File: config.mk
export PLATFORM = sky130hd
export DESIGN_NAME = auto_reclose_shot_sequencer
export DESIGN_NICKNAME = d
export VERILOG_FILES = /design/src/rtl/ar_pkg.sv /design/src/rtl/auto_reclose_shot_sequencer.sv
export VERILOG_INCLUDE_DIRS = /design/src /design/src/rtl
export SDC_FILE = /design/constraint.sdc
export NUM_CORES = 1
export LEC_CHECK = 0
export BUFFER_PORTS_ARGS = -buffer_cell sky130_fd_sc_hd__buf_4
export CORE_MARGIN = 2
export CORE_UTILIZATION = 58
export CTS_BUF_LIST = sky130_fd_sc_hd__clkbuf_8
export DETAILED_ROUTE_END_ITERATION = 12
export PLACE_DENSITY = 0.85
export SLEW_MARGIN = 20
export SYNTH_ARGS = -nofsm -noshare
export SYNTH_HDL_FRONTEND = slang
export SYNTH_SLANG_ARGS = --single-unit
File: constraint.sdc
create_clock -name sys_clk -period 4.4 [get_ports sys_clk]
set_input_delay 0.22 -clock sys_clk [delete_from_list [all_inputs] [get_ports sys_clk]]
set_output_delay 0.22 -clock sys_clk [all_outputs]
set_load 0.01 [all_outputs]
File: src/rtl/ar_regs.svh
// Register map, field widths, reset values and timing counts
// Notes on behaviour
// Both switch bits block high stage, shots 2-3
// High-stage blocking starts at shot initiation
// Persistent low-set trips step shots, then final
// Dead expiry issues reclose, starts cutout, reclaim
// Cutout expiry releases blocking before sequence reset
// Low-set overcurrent and earth-fault starts initiate shots
// Each start has own delay; expiry opens breaker
// Start initiation only shot 1 or final
// Start delays default to 300 s
// Start signals always connected, no enable
// Switch bit: high trip blocks shot 1
// Switch bit: high trip blocks shots 2-3
// Switch bit: top trip inhibits all shots
// Shot 1 blocked gives only shots 2-3
// Shots 2-3 blocked gives only shot 1
// Reclaim expiry resets counter, returns idle
// Dead timer starts once breaker has opened
`ifndef AR_REGS_SVH
`define AR_REGS_SVH
`define AR_CLK_HZ 40000000
`define AR_TICK_MS 1
`define AR_TICK_CYC (`AR_CLK_HZ / 1000 * `AR_TICK_MS)
`define AR_START_DELAY_S 300
`define AR_START_DELAY_MS (`AR_START_DELAY_S * 1000)
`define AR_TW 20
`define AR_OFS_CTRL 8'h00
`define AR_OFS_DEAD1 8'h04
`define AR_OFS_DEAD2 8'h08
`define AR_OFS_DEAD3 8'h0C
`define AR_OFS_RECLAIM 8'h10
`define AR_OFS_CUTOUT 8'h14
`define AR_OFS_OC_DELAY 8'h18
`define AR_OFS_EF_DELAY 8'h1C
`define AR_OFS_STATUS 8'h20
`define AR_OFS_IRQ_STAT 8'h24
`define AR_OFS_IRQ_CLR 8'h28
`define AR_OFS_IRQ_EN 8'h2C
`define AR_CTRL_W 10
`define AR_CTRL_RST 10'h0301
`define AR_DEAD_RST 20'h0_01F4
`define AR_RECLAIM_RST 20'h0_2710
`define AR_CUTOUT_RST 20'h0_1388
`define AR_IRQ_W 5
`define AR_SHOT_FINAL 3'h4
`endif

File: src/rtl/ar_pkg.sv
// Types shared by the auto-reclose sequencer
package ar_pkg;
   typedef enum logic [2:0] {st_idle, st_open, st_dead, st_reclaim, st_final} seq_state_t;
   typedef struct packed {
      logic low_trip;
      logic high_trip;
      logic top_trip;
      logic oc_start;
      logic ef_start;
      logic brk_is_open;
   } stage_in_t;
   typedef struct packed {
      logic [1:0] shots;
      logic [1:0] spare;
      logic inhibit_reclose_on_top_trip;
      logic high_stage_block_shot_three;
      logic high_stage_block_shot_two;
      logic block_later_shots_on_high_trip;
      logic block_first_shot_on_high_trip;
      logic enable;
   } ctrl_t;
endpackage

File: src/rtl/auto_reclose_shot_sequencer.sv
// Auto-reclose shot sequencer with Wishbone register slave
`timescale 1ns/1ps
`include "ar_regs.svh"
module auto_reclose_shot_sequencer #(
   parameter int unsigned TICK_CYCLES = `AR_TICK_CYC
) (
   // Clock and reset
   input wire logic sys_clk,
   input wire logic resetn,
   // Wishbone slave
   input wire logic wb_cyc_i,
   input wire logic wb_stb_i,
   input wire logic wb_we_i,
   input wire logic [7:0] wb_adr_i,
   input wire logic [3:0] wb_sel_i,
   input wire logic [31:0] wb_dat_i,
   output logic [31:0] wb_dat_o,
   output logic wb_ack_o,
   // Protection stages and breaker state
   input wire ar_pkg::stage_in_t stage_in,
   // Breaker commands and stage blocking
   output logic breaker_open_request,
   output logic breaker_close_request,
   output logic high_stage_block,
   output logic irq
);
   localparam logic [15:0] TICK_MAX = 16'(TICK_CYCLES - 1);

   function automatic logic [31:0] merge(input logic [31:0] old, input logic [31:0] nw,
                                         input logic [3:0] sel);
      logic [31:0] r;
      r = old;
      for (int i = 0; i < 4; i++) begin
         if (sel[i]) begin
            r[i*8 +: 8] = nw[i*8 +: 8];
         end
      end
      return r;
   endfunction

   // Shot that a trip would start; final when none remains
   function automatic logic [2:0] pick_shot(input logic [1:0] done, input logic high,
                                            input ar_pkg::ctrl_t c);
      logic [2:0] s;
      s = {1'b0, done} + 3'h1;
      // high trip skips shot 1
      if (s == 3'h1 && high && c.block_first_shot_on_high_trip) begin
         s = 3'h2;
      end
      // high trip bars later shots
      if (s >= 3'h2 && high && c.block_later_shots_on_high_trip) begin
         s = `AR_SHOT_FINAL;
      end
      if (s > {1'b0, c.shots}) begin
         s = `AR_SHOT_FINAL;
      end
      return s;
   endfunction

   // Status word: cutout, blocking, shot and state
   function automatic logic [31:0] status_word(input logic cut, input logic blk,
                                               input logic [1:0] shot,
                                               input ar_pkg::seq_state_t st);
      return {24'h00_0000, cut, blk, shot, 1'b0, st};
   endfunction

   ar_pkg::stage_in_t sync1_r, sync2_r;
   ar_pkg::ctrl_t ctrl_r;
   ar_pkg::seq_state_t state_r, state_nxt;
   logic [`AR_TW-1:0] dead_r [3];
   logic [`AR_TW-1:0] reclaim_r, cutout_r, oc_dly_r, ef_dly_r;
   logic [`AR_TW-1:0] seq_cnt_r, cut_cnt_r, oc_cnt_r, ef_cnt_r;
   logic [15:0] div_r;
   logic tick;
   logic [1:0] shot_r;
   logic [2:0] tgt;
   logic cut_run_r, blk_r, close_r;
   logic [`AR_IRQ_W-1:0] irq_stat_r, irq_en_r, ev;
   logic wb_req, wb_wr, oc_fire, ef_fire, can_init, initiate, inhibit;
   logic dead_done, reclaim_done, cut_done;

   // Pin synchronisers
   always_ff @(posedge sys_clk or negedge resetn) begin
      if (!resetn) begin
         sync1_r <= '0;
         sync2_r <= '0;
      end else begin
         sync1_r <= stage_in;
         sync2_r <= sync1_r;
      end
   end

   // Millisecond tick divider
   always_ff @(posedge sys_clk or negedge resetn) begin
      if (!resetn) begin
         div_r <= '0;
      end else if (div_r == TICK_MAX) begin
         div_r <= '0;
      end else begin
         div_r <= div_r + 16'h0001;
      end
   end
   assign tick = (div_r == TICK_MAX);

   assign wb_req = wb_cyc_i && wb_stb_i && !wb_ack_o;
   // Writes land on the acknowledged edge, as the master samples ack
   assign wb_wr = wb_cyc_i && wb_stb_i && wb_we_i && wb_ack_o;

   // Setting registers
   always_ff @(posedge sys_clk or negedge resetn) begin
      if (!resetn) begin
         ctrl_r <= ar_pkg::ctrl_t'(`AR_CTRL_RST);
         for (int i = 0; i < 3; i++) begin
            dead_r[i] <= `AR_DEAD_RST;
         end
         reclaim_r <= `AR_RECLAIM_RST;
         cutout_r <= `AR_CUTOUT_RST;
         // start delays default 300 s
         oc_dly_r <= `AR_TW'(`AR_START_DELAY_MS);
         ef_dly_r <= `AR_TW'(`AR_START_DELAY_MS);
         irq_en_r <= '0;
      end else if (wb_wr) begin
         case (wb_adr_i)
            `AR_OFS_CTRL: begin
               ctrl_r <= ar_pkg::ctrl_t'(merge(32'(ctrl_r), wb_dat_i, wb_sel_i));
            end
            `AR_OFS_DEAD1: begin
               dead_r[0] <= `AR_TW'(merge(32'(dead_r[0]), wb_dat_i, wb_sel_i));
            end
            `AR_OFS_DEAD2: begin
               dead_r[1] <= `AR_TW'(merge(32'(dead_r[1]), wb_dat_i, wb_sel_i));
            end
            `AR_OFS_DEAD3: begin
               dead_r[2] <= `AR_TW'(merge(32'(dead_r[2]), wb_dat_i, wb_sel_i));
            end
            `AR_OFS_RECLAIM: begin
               reclaim_r <= `AR_TW'(merge(32'(reclaim_r), wb_dat_i, wb_sel_i));
            end
            `AR_OFS_CUTOUT: begin
               cutout_r <= `AR_TW'(merge(32'(cutout_r), wb_dat_i, wb_sel_i));
            end
            `AR_OFS_OC_DELAY: begin
               oc_dly_r <= `AR_TW'(merge(32'(oc_dly_r), wb_dat_i, wb_sel_i));
            end
            `AR_OFS_EF_DELAY: begin
               ef_dly_r <= `AR_TW'(merge(32'(ef_dly_r), wb_dat_i, wb_sel_i));
            end
            `AR_OFS_IRQ_EN: begin
               irq_en_r <= `AR_IRQ_W'(merge(32'(irq_en_r), wb_dat_i, wb_sel_i));
            end
            default: begin
            end
         endcase
      end
   end

   // start delays always armed
   always_ff @(posedge sys_clk or negedge resetn) begin
      if (!resetn) begin
         oc_cnt_r <= '0;
         ef_cnt_r <= '0;
      end else begin
         // separate start delays
         if (!sync2_r.oc_start || initiate) begin
            oc_cnt_r <= '0;
         end else if (tick && oc_cnt_r < oc_dly_r) begin
            oc_cnt_r <= oc_cnt_r + `AR_TW'(1);
         end
         if (!sync2_r.ef_start || initiate) begin
            ef_cnt_r <= '0;
         end else if (tick && ef_cnt_r < ef_dly_r) begin
            ef_cnt_r <= ef_cnt_r + `AR_TW'(1);
         end
      end
   end

   // both low-set starts initiate
   assign oc_fire = sync2_r.oc_start && oc_cnt_r >= oc_dly_r;
   assign ef_fire = sync2_r.ef_start && ef_cnt_r >= ef_dly_r;

   assign tgt = pick_shot(shot_r, sync2_r.high_trip, ctrl_r);
   assign can_init = ctrl_r.enable && (state_r == ar_pkg::st_idle ||
                                       state_r == ar_pkg::st_reclaim);
   // top trip inhibits reclosing
   assign inhibit = can_init && ctrl_r.inhibit_reclose_on_top_trip && sync2_r.top_trip;
   // trips step the sequence
   // starts only for shot 1 or final
   assign initiate = can_init && (sync2_r.low_trip || sync2_r.high_trip ||
                     ((oc_fire || ef_fire) && (tgt == 3'h1 || tgt == `AR_SHOT_FINAL)));

   assign dead_done = state_r == ar_pkg::st_dead && seq_cnt_r >= dead_r[shot_r - 2'h1];
   assign reclaim_done = state_r == ar_pkg::st_reclaim && seq_cnt_r >= reclaim_r;
   assign cut_done = cut_run_r && cut_cnt_r >= cutout_r;

   always_comb begin
      state_nxt = state_r;
      case (state_r)
         ar_pkg::st_idle, ar_pkg::st_reclaim: begin
            if (inhibit || (initiate && tgt == `AR_SHOT_FINAL)) begin
               state_nxt = ar_pkg::st_final;
            end else if (initiate) begin
               state_nxt = ar_pkg::st_open;
            // reclaim expiry ends sequence
            end else if (reclaim_done) begin
               state_nxt = ar_pkg::st_idle;
            end
         end
         ar_pkg::st_open: begin
            // dead time after breaker opens
            if (sync2_r.brk_is_open) begin
               state_nxt = ar_pkg::st_dead;
            end
         end
         ar_pkg::st_dead: begin
            if (dead_done) begin
               state_nxt = ar_pkg::st_reclaim;
            end
         end
         ar_pkg::st_final: begin
            if (!sync2_r.brk_is_open && !breaker_open_request) begin
               state_nxt = ar_pkg::st_idle;
            end
         end
         default: state_nxt = ar_pkg::st_idle;
      endcase
   end

   always_ff @(posedge sys_clk or negedge resetn) begin
      if (!resetn) begin
         state_r <= ar_pkg::st_idle;
      end else begin
         state_r <= state_nxt;
      end
   end

   // Shot counter
   always_ff @(posedge sys_clk or negedge resetn) begin
      if (!resetn) begin
         shot_r <= '0;
      end else if (state_nxt == ar_pkg::st_idle) begin
         shot_r <= '0;
      end else if (initiate && state_nxt == ar_pkg::st_open) begin
         // skipped shot 1 leads to 2
         // barred later shots end sequence
         shot_r <= tgt[1:0];
      end
   end

   // Dead and reclaim timer
   always_ff @(posedge sys_clk or negedge resetn) begin
      if (!resetn) begin
         seq_cnt_r <= '0;
      end else if (state_nxt != state_r) begin
         seq_cnt_r <= '0;
      end else if (tick && seq_cnt_r != '1) begin
         seq_cnt_r <= seq_cnt_r + `AR_TW'(1);
      end
   end

   // reclose starts cutout and reclaim
   always_ff @(posedge sys_clk or negedge resetn) begin
      if (!resetn) begin
         cut_run_r <= 1'b0;
         cut_cnt_r <= '0;
         close_r <= 1'b0;
      end else begin
         close_r <= dead_done;
         if (dead_done) begin
            cut_run_r <= 1'b1;
            cut_cnt_r <= '0;
         end else if (cut_done || state_r != ar_pkg::st_reclaim) begin
            cut_run_r <= 1'b0;
         end else if (tick) begin
            cut_cnt_r <= cut_cnt_r + `AR_TW'(1);
         end
      end
   end

   // High-stage blocking
   always_ff @(posedge sys_clk or negedge resetn) begin
      if (!resetn) begin
         blk_r <= 1'b0;
      end else if (initiate && state_nxt == ar_pkg::st_open) begin
         // block high stage for shots 2, 3
         // blocking set at initiation
         blk_r <= (tgt == 3'h2 && ctrl_r.high_stage_block_shot_two) ||
                  (tgt == 3'h3 && ctrl_r.high_stage_block_shot_three);
      // cutout releases blocking early
      end else if (cut_done || state_nxt == ar_pkg::st_idle || state_nxt == ar_pkg::st_final) begin
         blk_r <= 1'b0;
      end
   end

   // open command on initiation
   always_ff @(posedge sys_clk or negedge resetn) begin
      if (!resetn) begin
         breaker_open_request <= 1'b0;
      end else begin
         breaker_open_request <= (state_nxt == ar_pkg::st_open ||
                                  state_nxt == ar_pkg::st_final) &&
                                 !sync2_r.brk_is_open;
      end
   end

   assign breaker_close_request = close_r;
   assign high_stage_block = blk_r;

   // Events: shot, reclose, final, reset, inhibit
   assign ev = {inhibit,
                reclaim_done && state_nxt == ar_pkg::st_idle,
                state_nxt == ar_pkg::st_final && state_r != ar_pkg::st_final,
                dead_done,
                initiate && state_nxt == ar_pkg::st_open};

   // Sticky status; a new event beats the clear
   always_ff @(posedge sys_clk or negedge resetn) begin
      if (!resetn) begin
         irq_stat_r <= '0;
      end else if (wb_wr && wb_adr_i == `AR_OFS_IRQ_CLR && wb_sel_i[0]) begin
         irq_stat_r <= (irq_stat_r & ~wb_dat_i[`AR_IRQ_W-1:0]) | ev;
      end else begin
         irq_stat_r <= irq_stat_r | ev;
      end
   end
   assign irq = |(irq_stat_r & irq_en_r);

   // Read path and acknowledge
   always_ff @(posedge sys_clk or negedge resetn) begin
      if (!resetn) begin
         wb_ack_o <= 1'b0;
         wb_dat_o <= '0;
      end else begin
         wb_ack_o <= wb_req;
         if (wb_req && !wb_we_i) begin
            case (wb_adr_i)
               `AR_OFS_CTRL: begin
                  wb_dat_o <= 32'(ctrl_r);
               end
               `AR_OFS_DEAD1: begin
                  wb_dat_o <= 32'(dead_r[0]);
               end
               `AR_OFS_DEAD2: begin
                  wb_dat_o <= 32'(dead_r[1]);
               end
               `AR_OFS_DEAD3: begin
                  wb_dat_o <= 32'(dead_r[2]);
               end
               `AR_OFS_RECLAIM: begin
                  wb_dat_o <= 32'(reclaim_r);
               end
               `AR_OFS_CUTOUT: begin
                  wb_dat_o <= 32'(cutout_r);
               end
               `AR_OFS_OC_DELAY: begin
                  wb_dat_o <= 32'(oc_dly_r);
               end
               `AR_OFS_EF_DELAY: begin
                  wb_dat_o <= 32'(ef_dly_r);
               end
               `AR_OFS_STATUS: begin
                  wb_dat_o <= status_word(cut_run_r, blk_r, shot_r, state_r);
               end
               `AR_OFS_IRQ_STAT: begin
                  wb_dat_o <= 32'(irq_stat_r);
               end
               `AR_OFS_IRQ_EN: begin
                  wb_dat_o <= 32'(irq_en_r);
               end
               default: wb_dat_o <= '0;
            endcase
         end
      end
   end
endmodule // auto_reclose_shot_sequencer

Yosys cells after proc, flatten, opt, wreduce, memory -nomap -nowiden --
Cells that the tools add are included.
Storage, ports and cells: register bits after elaboration 310, logic and storage cells 226
Operators by class: add/sub/neg operators 7, order comparisons 10, equality and inequality tests 28, mux-type cells 31, bitwise logic cells 6, reductions and logical operators 88
Operators with widths (number):
- 20-bit 2-to-1 mux | 11
- 20-bit case mux with 11 select lines | 1
- 20-bit >= comparator | 5
- 20-bit by 1-bit adder with 20-bit output (second input constant) | 4
- 3-bit AND reduction | 24
- 20-bit binary-select mux with 2-bit select | 1
- 20-bit < comparator | 2
- 8-bit by 5-bit equality test with 1-bit output (second input constant) | 4
- 8-bit by 6-bit equality test with 1-bit output (second input constant) | 4
- 1-bit logical AND | 32
- 3-bit 2-to-1 mux | 9
- 20-bit inequality test (second input constant) | 1
- 16-bit by 1-bit adder with 16-bit output (second input constant) | 1
- 16-bit equality test (second input constant) | 1
- 8-bit by 4-bit equality test with 1-bit output (second input constant) | 2
- 16-bit 2-to-1 mux | 1
- 2-bit nonzero test | 7
- 1-bit logical OR | 13
- 3-bit by 1-bit equality test with 1-bit output (second input constant) | 4
- 3-bit by 2-bit equality test with 1-bit output (second input constant) | 4
- 3-bit case mux with 4 select lines | 1
- 5-bit bitwise AND | 2
- 5-bit bitwise OR | 2
- 3-bit equality test (second input constant) | 3
- 21 further kinds | 31

Longest topological paths before layout --
Gate-level depths: netlist of run 1.
depth in word-level cells 25, mapped depth 18, depth with buffers taken out 14

Least setup slack after synthesis of run 1 --
Ideal clock, no wire load.
kind register to register, start point register shot_r[0], end point register seq_cnt_r[1], library setup time 0.073 ns, data arrival time 4.137 ns, data required time 4.327 ns, path slack 0.190 ns, stages on the path, launching flop included 18, period minus slack after synthesis 4.210 ns, cell sequence dfrtp_1 inv_1 clkbuf_1 ha_1 clkbuf_1 buf_1 mux2i_1 o21ai_0 ha_1 nand2b_1 a21o_1 a211oi_2 o31ai_1 a2111oi_4 o41ai_2 or4_4 buf_6 nor2_1
On the way: cells in the longest elaborated chain, start to end 22, elaborated cells between the ends (all ways) 33, classes of those cells add/sub: 2; order compare: 3; eq/ne: 4; mux: 11; bitwise: 1; reduce/logical: 12
Ends and longest elaborated chain:
- start: declaration | line auto_reclose_shot_sequencer.sv:75 | logic [1:0] shot_r;
- start signal: assignment | line auto_reclose_shot_sequencer.sv:245 | shot_r <= tgt[1:0];
- 2-bit by 1-bit adder with 3-bit output | line auto_reclose_shot_sequencer.sv:45 | s = {1'b0, done} + 3'h1;
- 3-bit by 1-bit equality test with 1-bit output | line auto_reclose_shot_sequencer.sv:47 | if (s == 3'h1 && high && c.block_first_shot_on_high_trip) begin
- 1-bit logical AND (2 in series) | line auto_reclose_shot_sequencer.sv:47
- 3-bit 2-to-1 mux | line auto_reclose_shot_sequencer.sv:47
- 3-bit by 2-bit >= comparator with 1-bit output | line auto_reclose_shot_sequencer.sv:51 | if (s >= 3'h2 && high && c.block_later_shots_on_high_trip) begin
- 1-bit logical AND (2 in series) | line auto_reclose_shot_sequencer.sv:51
- 3-bit 2-to-1 mux | line auto_reclose_shot_sequencer.sv:51
- 3-bit by 2-bit greater-than comparator with 1-bit output | line auto_reclose_shot_sequencer.sv:54 | if (s > {1'b0, c.shots}) begin
- [4 not listed]
- 1-bit logical OR | line auto_reclose_shot_sequencer.sv:188 | assign initiate = can_init && (sync2_r.low_trip || sync2_r.high_trip ||
- 1-bit logical AND | line auto_reclose_shot_sequencer.sv:188
- 1-bit logical AND (no line)
- 1-bit logical OR | line auto_reclose_shot_sequencer.sv:199 | if (inhibit || (initiate && tgt == `AR_SHOT_FINAL)) begin
- 3-bit 2-to-1 mux | line auto_reclose_shot_sequencer.sv:199
- 3-bit case mux with 4 select lines * | line auto_reclose_shot_sequencer.sv:197 | case (state_r)
- 3-bit inequality test * | line auto_reclose_shot_sequencer.sv:253 | end else if (state_nxt != state_r) begin
- 20-bit 2-to-1 mux / 2-bit nonzero test (equally long branches)
- end signal: assignment | line auto_reclose_shot_sequencer.sv:256 | seq_cnt_r <= seq_cnt_r + `AR_TW'(1);
- end: declaration | line auto_reclose_shot_sequencer.sv:72 | logic [`AR_TW-1:0] seq_cnt_r, cut_cnt_r, oc_cnt_r, ef_cnt_r;
Mark *: on every way between the ends. The rest lies on a longest branch, timed or not. The select of a mux whose other input is x is not followed. A chain may end at the register's enable or synchronous reset.

Worst setup path after layout of run 1 --
start point register shot_r[0], end point register shot_r[0]
On the way: cells in the longest elaborated chain, start to end 23, elaborated cells between the ends (all ways) 36, classes of those cells add/sub: 2; order compare: 3; eq/ne: 4; mux: 12; bitwise: 1; reduce/logical: 14
Ends and longest elaborated chain:
- 2-bit by 1-bit adder with 3-bit output | line auto_reclose_shot_sequencer.sv:45
- 3-bit by 1-bit equality test with 1-bit output | line auto_reclose_shot_sequencer.sv:47
- 1-bit logical AND (2 in series) | line auto_reclose_shot_sequencer.sv:47
- 3-bit 2-to-1 mux | line auto_reclose_shot_sequencer.sv:47
- 3-bit by 2-bit >= comparator with 1-bit output | line auto_reclose_shot_sequencer.sv:51
- 1-bit logical AND (2 in series) | line auto_reclose_shot_sequencer.sv:51
- 3-bit 2-to-1 mux | line auto_reclose_shot_sequencer.sv:51
- 3-bit by 2-bit greater-than comparator with 1-bit output | line auto_reclose_shot_sequencer.sv:54
- [5 not listed]
- 1-bit logical AND | line auto_reclose_shot_sequencer.sv:188
- 1-bit logical AND (no line)
- 1-bit logical OR | line auto_reclose_shot_sequencer.sv:199
- 3-bit 2-to-1 mux | line auto_reclose_shot_sequencer.sv:199
- 3-bit case mux with 4 select lines | line auto_reclose_shot_sequencer.sv:197
- 3-bit by 1-bit equality test with 1-bit output | line auto_reclose_shot_sequencer.sv:242 | end else if (initiate && state_nxt == ar_pkg::st_open) begin
- 1-bit logical AND | line auto_reclose_shot_sequencer.sv:242
- 2-bit nonzero test (no line)
Several ways; a longest one is shown, not always the timed one. The select of a mux whose other input is x is not followed.

==> results.sh, run 1 <==
export IMPL_synth_largest_type_area_fraction_pct=38.6
export IMPL_ys_seq_area_share_pct=46.2
export IMPL_critical_path_max_fanout=27
export IMPL_n_fill_cell=2030
export IMPL_final_setup_skew_ps=21.6
export IMPL_maximum_level_of_the_cts_h_tree=2
export IMPL_synth_area_mux_share_pct=12.3
export IMPL_grtUsageTotal_pct=29.9
export IMPL_area_fraction_in_and_or_nand_and_nor_cells_after_synthesis_pct=13.2
export IMPL_globalRouteOverflowTotal=0
export IMPL_cp_slowest_stage_delay_ps=540
export IMPL_ratio_of_cells_with_drive_above_1_in_the_final_layout_pct=22.2
export IMPL_rsz0062_at_grt="false"
export IMPL_setup_violation_total_in_the_final_timing_report=0
export IMPL_run_status="completed"
export IMPL_vias_per_cell=6.22
export IMPL_die_width_um=171
export IMPL_ir_worst_vdd_mv=0.255
export IMPL_detailed_place_hpwl_um=30700
export IMPL_num_io_pins=92
export IMPL_area_growth_pct=14.0
export IMPL_syn_mean_instance_area_um2=10.6
export IMPL_cp_slowest_cell="nor4b_1"
export IMPL_critical_path_required_ps=4830
export IMPL_max_slew_worst_pin_slew_ps=964
export IMPL_flops_latches_synth=298
export IMPL_post_synth_top_area_cell="dfrtp_1"
export IMPL_clockRootBuffer="clkbuf_8"
export IMPL_cts_made_buffers=49
export IMPL_yosys_most_used_dff="dfrtp_1"
export IMPL_grt_pass1_vias=12969
export IMPL_cp_arrival_ps=4600
export IMPL_fin_ws_ps=239
export IMPL_max_clock_freq_mhz=240
export IMPL_grt_pass1_wl_um=68500
export IMPL_route_vias_total=12859
export IMPL_cpMostUsedCell="a21oi_1"
export IMPL_antenna_found_initial=1
export IMPL_count_of_non_filler_cells_in_the_finished_layout=2068
export IMPL_postSynth_asyncResetShare_pct=100
export IMPL_max_slew_margin_rel_pct=35.5
export IMPL_drt_initial_drc_count=1095
export IMPL_holdBufCountCts=28
export IMPL_finalCritPeriodShare_pct=94.6
export IMPL_number_of_sinks_handled_by_clock_tree_synthesis=298
export IMPL_tritoncts="built"
export IMPL_yosys_area_share_xor_xnor_pct=3.93
export IMPL_fin_tns_setup_ps=0
export IMPL_slew_viol_final=0
export IMPL_core_region_area_um2=27700
export IMPL_synthTopCellsByArea="dfrtp_1 (39%), mux2_2 (11%), ha_1 (8.4%)"
export IMPL_worst_hold_path_type="in2reg"
export IMPL_portBuffers=66
export IMPL_post_cts_resized_instances=0
export IMPL_place_congestion=0.925
export IMPL_yosys_cell_types_count=66
export IMPL_synth_compound_area_share_pct=11.9
export IMPL_synthCells=1539
export IMPL_drt_pass_1_iters=7
export IMPL_post_synth_fa_ha_maj_area_fraction_pct=8.38
export IMPL_design_final_nets=1814
export IMPL_height_of_the_die_um=171
export IMPL_remaining_number_of_nets_flagged_by_the_antenna_check_after_routing=0
export IMPL_finalCriticalPeriod_ps=4160
export IMPL_routed_wire_length_per_instance_um=20.7
export IMPL_number_of_synthesized_flops_with_an_enable_pin=0
export IMPL_postCtsSetupBuffers=0
export IMPL_post_synth_instance_area_um2=16300
export IMPL_clockBufferDepth=3
export IMPL_start_util_pct=58.7
export IMPL_floorplan_rows=61
export IMPL_post_route_drc_count=0
export IMPL_synth_top_family_by_area="simple AND/OR/NAND/NOR gates"
export IMPL_powerDensity_nw_per_um2=328
export IMPL_grt_max_degree=108
export IMPL_placed_cells=1949
export IMPL_timing_critical_path_cells="inv_1, ha_1, buf_4, mux2i_1, nor2_1, a21oi_1, ha_1, a21o_1, a21o_1, a21oi_1, o31ai_1, a2111oi_4, o41ai_4, buf_4, nor4b_1, a21oi_1"
export IMPL_post_place_ws_ps=409
export IMPL_cap_viol_max_count=0
export IMPL_detail_route_wirelength_um=42800
export IMPL_hold_violations=0
export IMPL_design_die_area_um2=29400
export IMPL_worst_setup_path_end_kind="flop"
export IMPL_path_class="reg2reg"
export IMPL_clkTransAtPathRegs_ps=60
export IMPL_clkLatencyLatePin_ps=590
export IMPL_critical_path_startpoint_type="flop"
export IMPL_power_leakage_nw=8.53
export IMPL_yosys_warnings=0
[synth_stat cells (3+ instances only)]
master / count
o21ai_0: 34
nand2b_1: 7
o31ai_1: 9
a22o_1: 23
o21a_1: 4
o2111ai_1: 3
dfrtp_1: 251
mux2_2: 155
o211ai_1: 4
nor3_1: 15
buf_1: 10
a221oi_1: 32
clkbuf_1: 38
a31oi_1: 19
a211oi_1: 5
a21oi_1: 78
and4_1: 7
nor2b_1: 8
or3_1: 15
ha_1: 109
mux2i_1: 25
a222oi_1: 14
nand3_1: 48
a21o_1: 21
or4_1: 7
dfstp_2: 47
nor2_1: 145
nor3_2: 3
buf_4: 12
nor4_1: 4
xor2_1: 53
xnor2_1: 20
nand4_1: 33
a22oi_1: 10
nand2_1: 107
nor3b_1: 3
o21ai_1: 3
and3_1: 15
inv_1: 99
and2_1: 13
[kinds of logic after synthesis]
group	after synthesis
simple gates	441
flops	298
mux	180
fa+ha+maj	109
buf+inv	161
xor+xnor	73
compound gates	276
other cells	1
[flip-flops by register name, summed over array words and instances (netlist names), 2 cells and up]
register	count
reclaim_r	20
dead_r	60
state_r	3
sync2_r	6
irq_en_r	5
cut_cnt_r	20
ef_cnt_r	20
div_r	16
irq_stat_r	5
ctrl_r	10
seq_cnt_r	20
shot_r	2
sync1_r	6
cutout_r	20
oc_cnt_r	20
oc_dly_r	20
ef_dly_r	20
wb_dat_o	20
[area by class of cell]
type | instances | area (um^2) | area share [%]
Sequential cell | 298 | 7520 | 40.5
Antenna cell | 1 | 2.50 | 0.0135
Timing Repair Buffer | 111 | 936 | 5.05
Tap cell | 378 | 473 | 2.55
Clock buffer | 71 | 977 | 5.27
Inverter | 99 | 372 | 2.00
Multi-Input combinational cell | 1091 | 8140 | 43.9
Clock inverter | 19 | 129 | 0.695
[report_power, final]
| part | internal (mW) | switching [mW] | total (mW) |
|---|---|---|---|
| sequential | 2.82 | 0.0688 | 2.88 |
| clock | 1.53 | 1.13 | 2.66 |
| combinational | 0.192 | 0.343 | 0.535 |
[worst max-delay path: cells and delay by family (launching register included)]
| kind | cells | cell delay, ps |
|---|---|---|
| AND/OR/NAND/NOR | 2 | 590 |
| multiplexers | 1 | 220 |
| flip-flops | 1 | 480 |
| adder cells (fa/ha/maj) | 2 | 650 |
| buffers and inverters | 3 | 600 |
| AO/OA/AOI/OAI | 8 | 1470 |
[per-stage QoR]
| stage | hold slack, ps | area (um^2) | power (mW) | utilization [%] |
|---|---|---|---|---|
| final | 57.9 | 18500 | 6.08 | 67.0 |
| after global routing | 41.3 | 18500 | 6.29 | 66.9 |
| after CTS | 20.4 | 18500 | 6.10 | 66.9 |
| after detailed placement | 270 | 17200 | 3.43 | 61.9 |
| after global placement | 270 | 17200 | 3.41 | 61.9 |
| after floorplan | -75.6 | 16300 | 3.19 | - |
[per-layer routing]
| metal | GRT usage, % | share of wire [%] | wire length, um | vias to the layer above |
|---|---|---|---|---|
| met2 | 47.9 | 47 | 20100 | 571 |
| li1 | - | - | - | 5765 |
| met3 | 7.04 | 8.7 | 3740 | 141 |
| met1 | 38.5 | 40 | 17000 | 6382 |
| met4 | 14.0 | 4.4 | 1900 | 0 |
| met5 | 0 | 0 | 0 | - |
[cells in the final DEF (no fill, tap or decap), types with 9 or more instances in the layout]
| cell type | netlist | routed |
|---|---|---|
| inv_1 | 99 | 114 |
| dfstp_2 | 47 | 47 |
| o31ai_1 | 9 | 9 |
| xor2_1 | 53 | 53 |
| mux2i_1 | 25 | 25 |
| a222oi_1 | 14 | 14 |
| a221oi_1 | 32 | 32 |
| a22o_1 | 23 | 23 |
| and2_1 | 13 | 13 |
| a21oi_1 | 78 | 78 |
| nand3_1 | 48 | 48 |
| conb_1 | 1 | 12 |
| o21ai_0 | 34 | 34 |
| nand2_1 | 107 | 107 |
| ha_1 | 109 | 109 |
| a31oi_1 | 19 | 19 |
| nor2_1 | 145 | 145 |
| xnor2_1 | 20 | 20 |
| clkbuf_8 | 0 | 71 |
| and3_1 | 15 | 15 |
| nand4_1 | 33 | 33 |
| dfrtp_1 | 251 | 251 |
| dlygate4sd3_1 | 0 | 28 |
| mux2_2 | 155 | 155 |
| buf_4 | 12 | 80 |
| a21o_1 | 21 | 21 |
| nor3_1 | 15 | 14 |
| or3_1 | 15 | 15 |
| a22oi_1 | 10 | 10 |
[final timing paths]
| path | start | endpoint | slack, ps | depth (start not counted) |
|---|---|---|---|---|
| max | shot_r[0] | shot_r[0] | 240 | 16 |
| min | wb_dat_i[3] | reclaim_r[3] | 60 | 2 |
| max reg2reg | shot_r[0] | shot_r[0] | 240 | 16 |
| min reg2reg | sync1_r[0] | sync2_r[0] | 340 | 0 |
| max in group asynchronous | resetn | div_r[7] | 3140 | 3 |
| min in group asynchronous | resetn | seq_cnt_r[2] | 240 | 2 |
No activity file was read; power rests on OpenSTA's default activity.
==> run 2, diff against run 1 <==
--- a/config.mk
+++ b/config.mk
@@ -6,13 +6,14 @@
 export SDC_FILE = /design/constraint.sdc
 export NUM_CORES = 1
 export LEC_CHECK = 0
+export ABC_CLOCK_PERIOD_IN_PS = 4400
 export BUFFER_PORTS_ARGS = -buffer_cell sky130_fd_sc_hd__buf_4
 export CORE_MARGIN = 2
-export CORE_UTILIZATION = 58
+export CORE_UTILIZATION = 45
 export CTS_BUF_LIST = sky130_fd_sc_hd__clkbuf_8
 export DETAILED_ROUTE_END_ITERATION = 12
-export PLACE_DENSITY = 0.85
-export SLEW_MARGIN = 20
+export PLACE_DENSITY = 0.7
+export SLEW_MARGIN = 15
 export SYNTH_ARGS = -nofsm -noshare
 export SYNTH_HDL_FRONTEND = slang
 export SYNTH_SLANG_ARGS = --single-unit
==> results.sh, run 2 (synthesized netlist as in run 1, its figures left out) <==
export IMPL_max_slew_margin_rel_pct=37.5
export IMPL_portBuffers=66
export IMPL_grtUsageTotal_pct=22.8
export IMPL_height_of_the_die_um=194
export IMPL_layout_core_utilization_pct=52.2
export IMPL_start_util_pct=45.7
export IMPL_ratio_of_cells_with_drive_above_1_in_the_final_layout_pct=21.8
export IMPL_max_slew_worst_pin_slew_ps=934
export IMPL_number_of_sinks_handled_by_clock_tree_synthesis=298
export IMPL_grt_max_degree=113
export IMPL_power_leakage_nw=8.54
export IMPL_routed_wire_length_per_instance_um=20.0
export IMPL_drt_pass_1_iters=5
export IMPL_largest_register="dead_r"
export IMPL_slew_viol_final=0
export IMPL_timing_critical_path_cells="inv_1, ha_1, nor2b_1, buf_4, a21oi_1, ha_1, a21o_1, a211oi_2, o31ai_1, a2111oi_4, o41ai_4, buf_4, nor3_1, a41o_1"
export IMPL_fin_tns_setup_ps=0
export IMPL_fin_ws_ps=443
export IMPL_flip_flop_count_of_the_largest_register_all_copies_and_words_added=60
export IMPL_area_growth_pct=14.2
export IMPL_design_die_area_um2=37700
export IMPL_critical_path_max_fanout=27
export IMPL_globalRouteOverflowTotal=0
export IMPL_cp_slowest_stage_delay_ps=500
export IMPL_detail_route_wirelength_um=43200
export IMPL_critical_path_required_ps=4870
export IMPL_tritoncts="built"
export IMPL_vias_per_cell=5.77
export IMPL_place_congestion=0.900
export IMPL_clkLatencyLatePin_ps=610
export IMPL_route_vias_total=12447
export IMPL_worst_hold_path_type="in2reg"
export IMPL_num_io_pins=92
export IMPL_grt_pass1_wl_um=68800
export IMPL_run_status="completed"
export IMPL_grt_pass1_vias=12516
export IMPL_finalCriticalPeriod_ps=3960
export IMPL_finalCritPeriodShare_pct=89.9
export IMPL_clockBufferDepth=3
export IMPL_core_region_area_um2=35600
export IMPL_design_final_nets=1821
export IMPL_powerDensity_nw_per_um2=316
export IMPL_post_place_ws_ps=542
export IMPL_floorplan_rows=69
export IMPL_cp_arrival_ps=4430
export IMPL_critical_path_startpoint_type="flop"
export IMPL_maximum_level_of_the_cts_h_tree=2
export IMPL_setup_violation_total_in_the_final_timing_report=0
export IMPL_crit_buf_inv=3
export IMPL_clockRootBuffer="clkbuf_8"
export IMPL_path_class="reg2reg"
export IMPL_worst_setup_path_end_kind="flop"
export IMPL_antenna_cells_inserted=0
export IMPL_most_common_layout_cells="dfrtp_1 (251), mux2_2 (155), nor2_1 (145)"
export IMPL_max_clock_freq_mhz=253
export IMPL_hold_violations=0
export IMPL_postCtsSetupBuffers=0
export IMPL_final_setup_skew_ps=52.2
export IMPL_antenna_found_initial=0
export IMPL_cp_slowest_cell="o41ai_4"
export IMPL_clkTransAtPathRegs_ps=60
export IMPL_drt_initial_drc_count=821
export IMPL_path_delay_family="compound AO/OA/AOI/OAI gates"
export IMPL_most_common_cell_after_layout_fill_and_taps_aside="dfrtp_1"
export IMPL_cap_viol_max_count=0
export IMPL_rsz0062_at_grt="false"
export IMPL_post_route_drc_count=0
export IMPL_ir_worst_vdd_mv=0.236
export IMPL_detailed_place_hpwl_um=31300
export IMPL_remaining_number_of_nets_flagged_by_the_antenna_check_after_routing=0
export IMPL_die_width_um=194
export IMPL_cts_made_buffers=51
==> run 2: power by group <==
group          internal [mW]  total [mW]  switching, mW  leakage, nW
clock                   1.30        2.47           1.16        0.618
combinational          0.192       0.530          0.338         4.03
sequential              2.82        2.88         0.0650         3.90
==> run 2: path summary, 6_finish.rpt <==
path / start / to / slack (ps) / cells after the start
min: wb_adr_i[5] / irq_stat_r[1] / 190 / 5
min in group asynchronous: resetn / div_r[5] / 230 / 2
max in group asynchronous: resetn / sync1_r[4] / 2930 / 3
min reg2reg: sync1_r[5] / sync2_r[5] / 340 / 0
max: shot_r[1] / irq_stat_r[3] / 440 / 14
max reg2reg: shot_r[1] / irq_stat_r[3] / 440 / 14
==> run 2: what timing repair did <==
item	4_1_cts	5_1_grt
hold buffers	29	0
endpoints found under the hold margin	216	0
resized for setup	0	0
==> run 2: stage by stage <==
step	cells	cell area [um^2]	power (mW)	hold slack, ps
finish	2159	18600	5.88	195
global route	2159	18600	6.10	201
CTS	2159	18600	5.92	168
detailed placement	2036	17300	3.44	288
global placement	2036	17300	3.43	286
floorplan	1550	16300	3.19	-75.6
==> run 2: worst min-delay path: cells and delay by family <==
family | cells | cell delay [ps]
buf+inv | 1 | 120
simple gates | 3 | 300
compound gates | 1 | 100
==> run 2: cell type report <==
class                   instances  area (um^2)
fillers                      3198        17000
multi-input cells            1091         8140
flip-flops and latches        298         7520
repair buffers                116          963
clock buffers                  64          881
well taps                     461          577
inverters                      99          372
clock inverters                30          123
==> run 2: layer usage <==
metal / part of all wire [%] / GRT usage [%] / vias to the layer above
li1: - / - / 5779
met2: 47 / 36.7 / 360
met1: 44 / 31.5 / 6247
met5: 0 / 0 / -
met4: 2.5 / 6.79 / 0
met3: 6.6 / 4.11 / 61
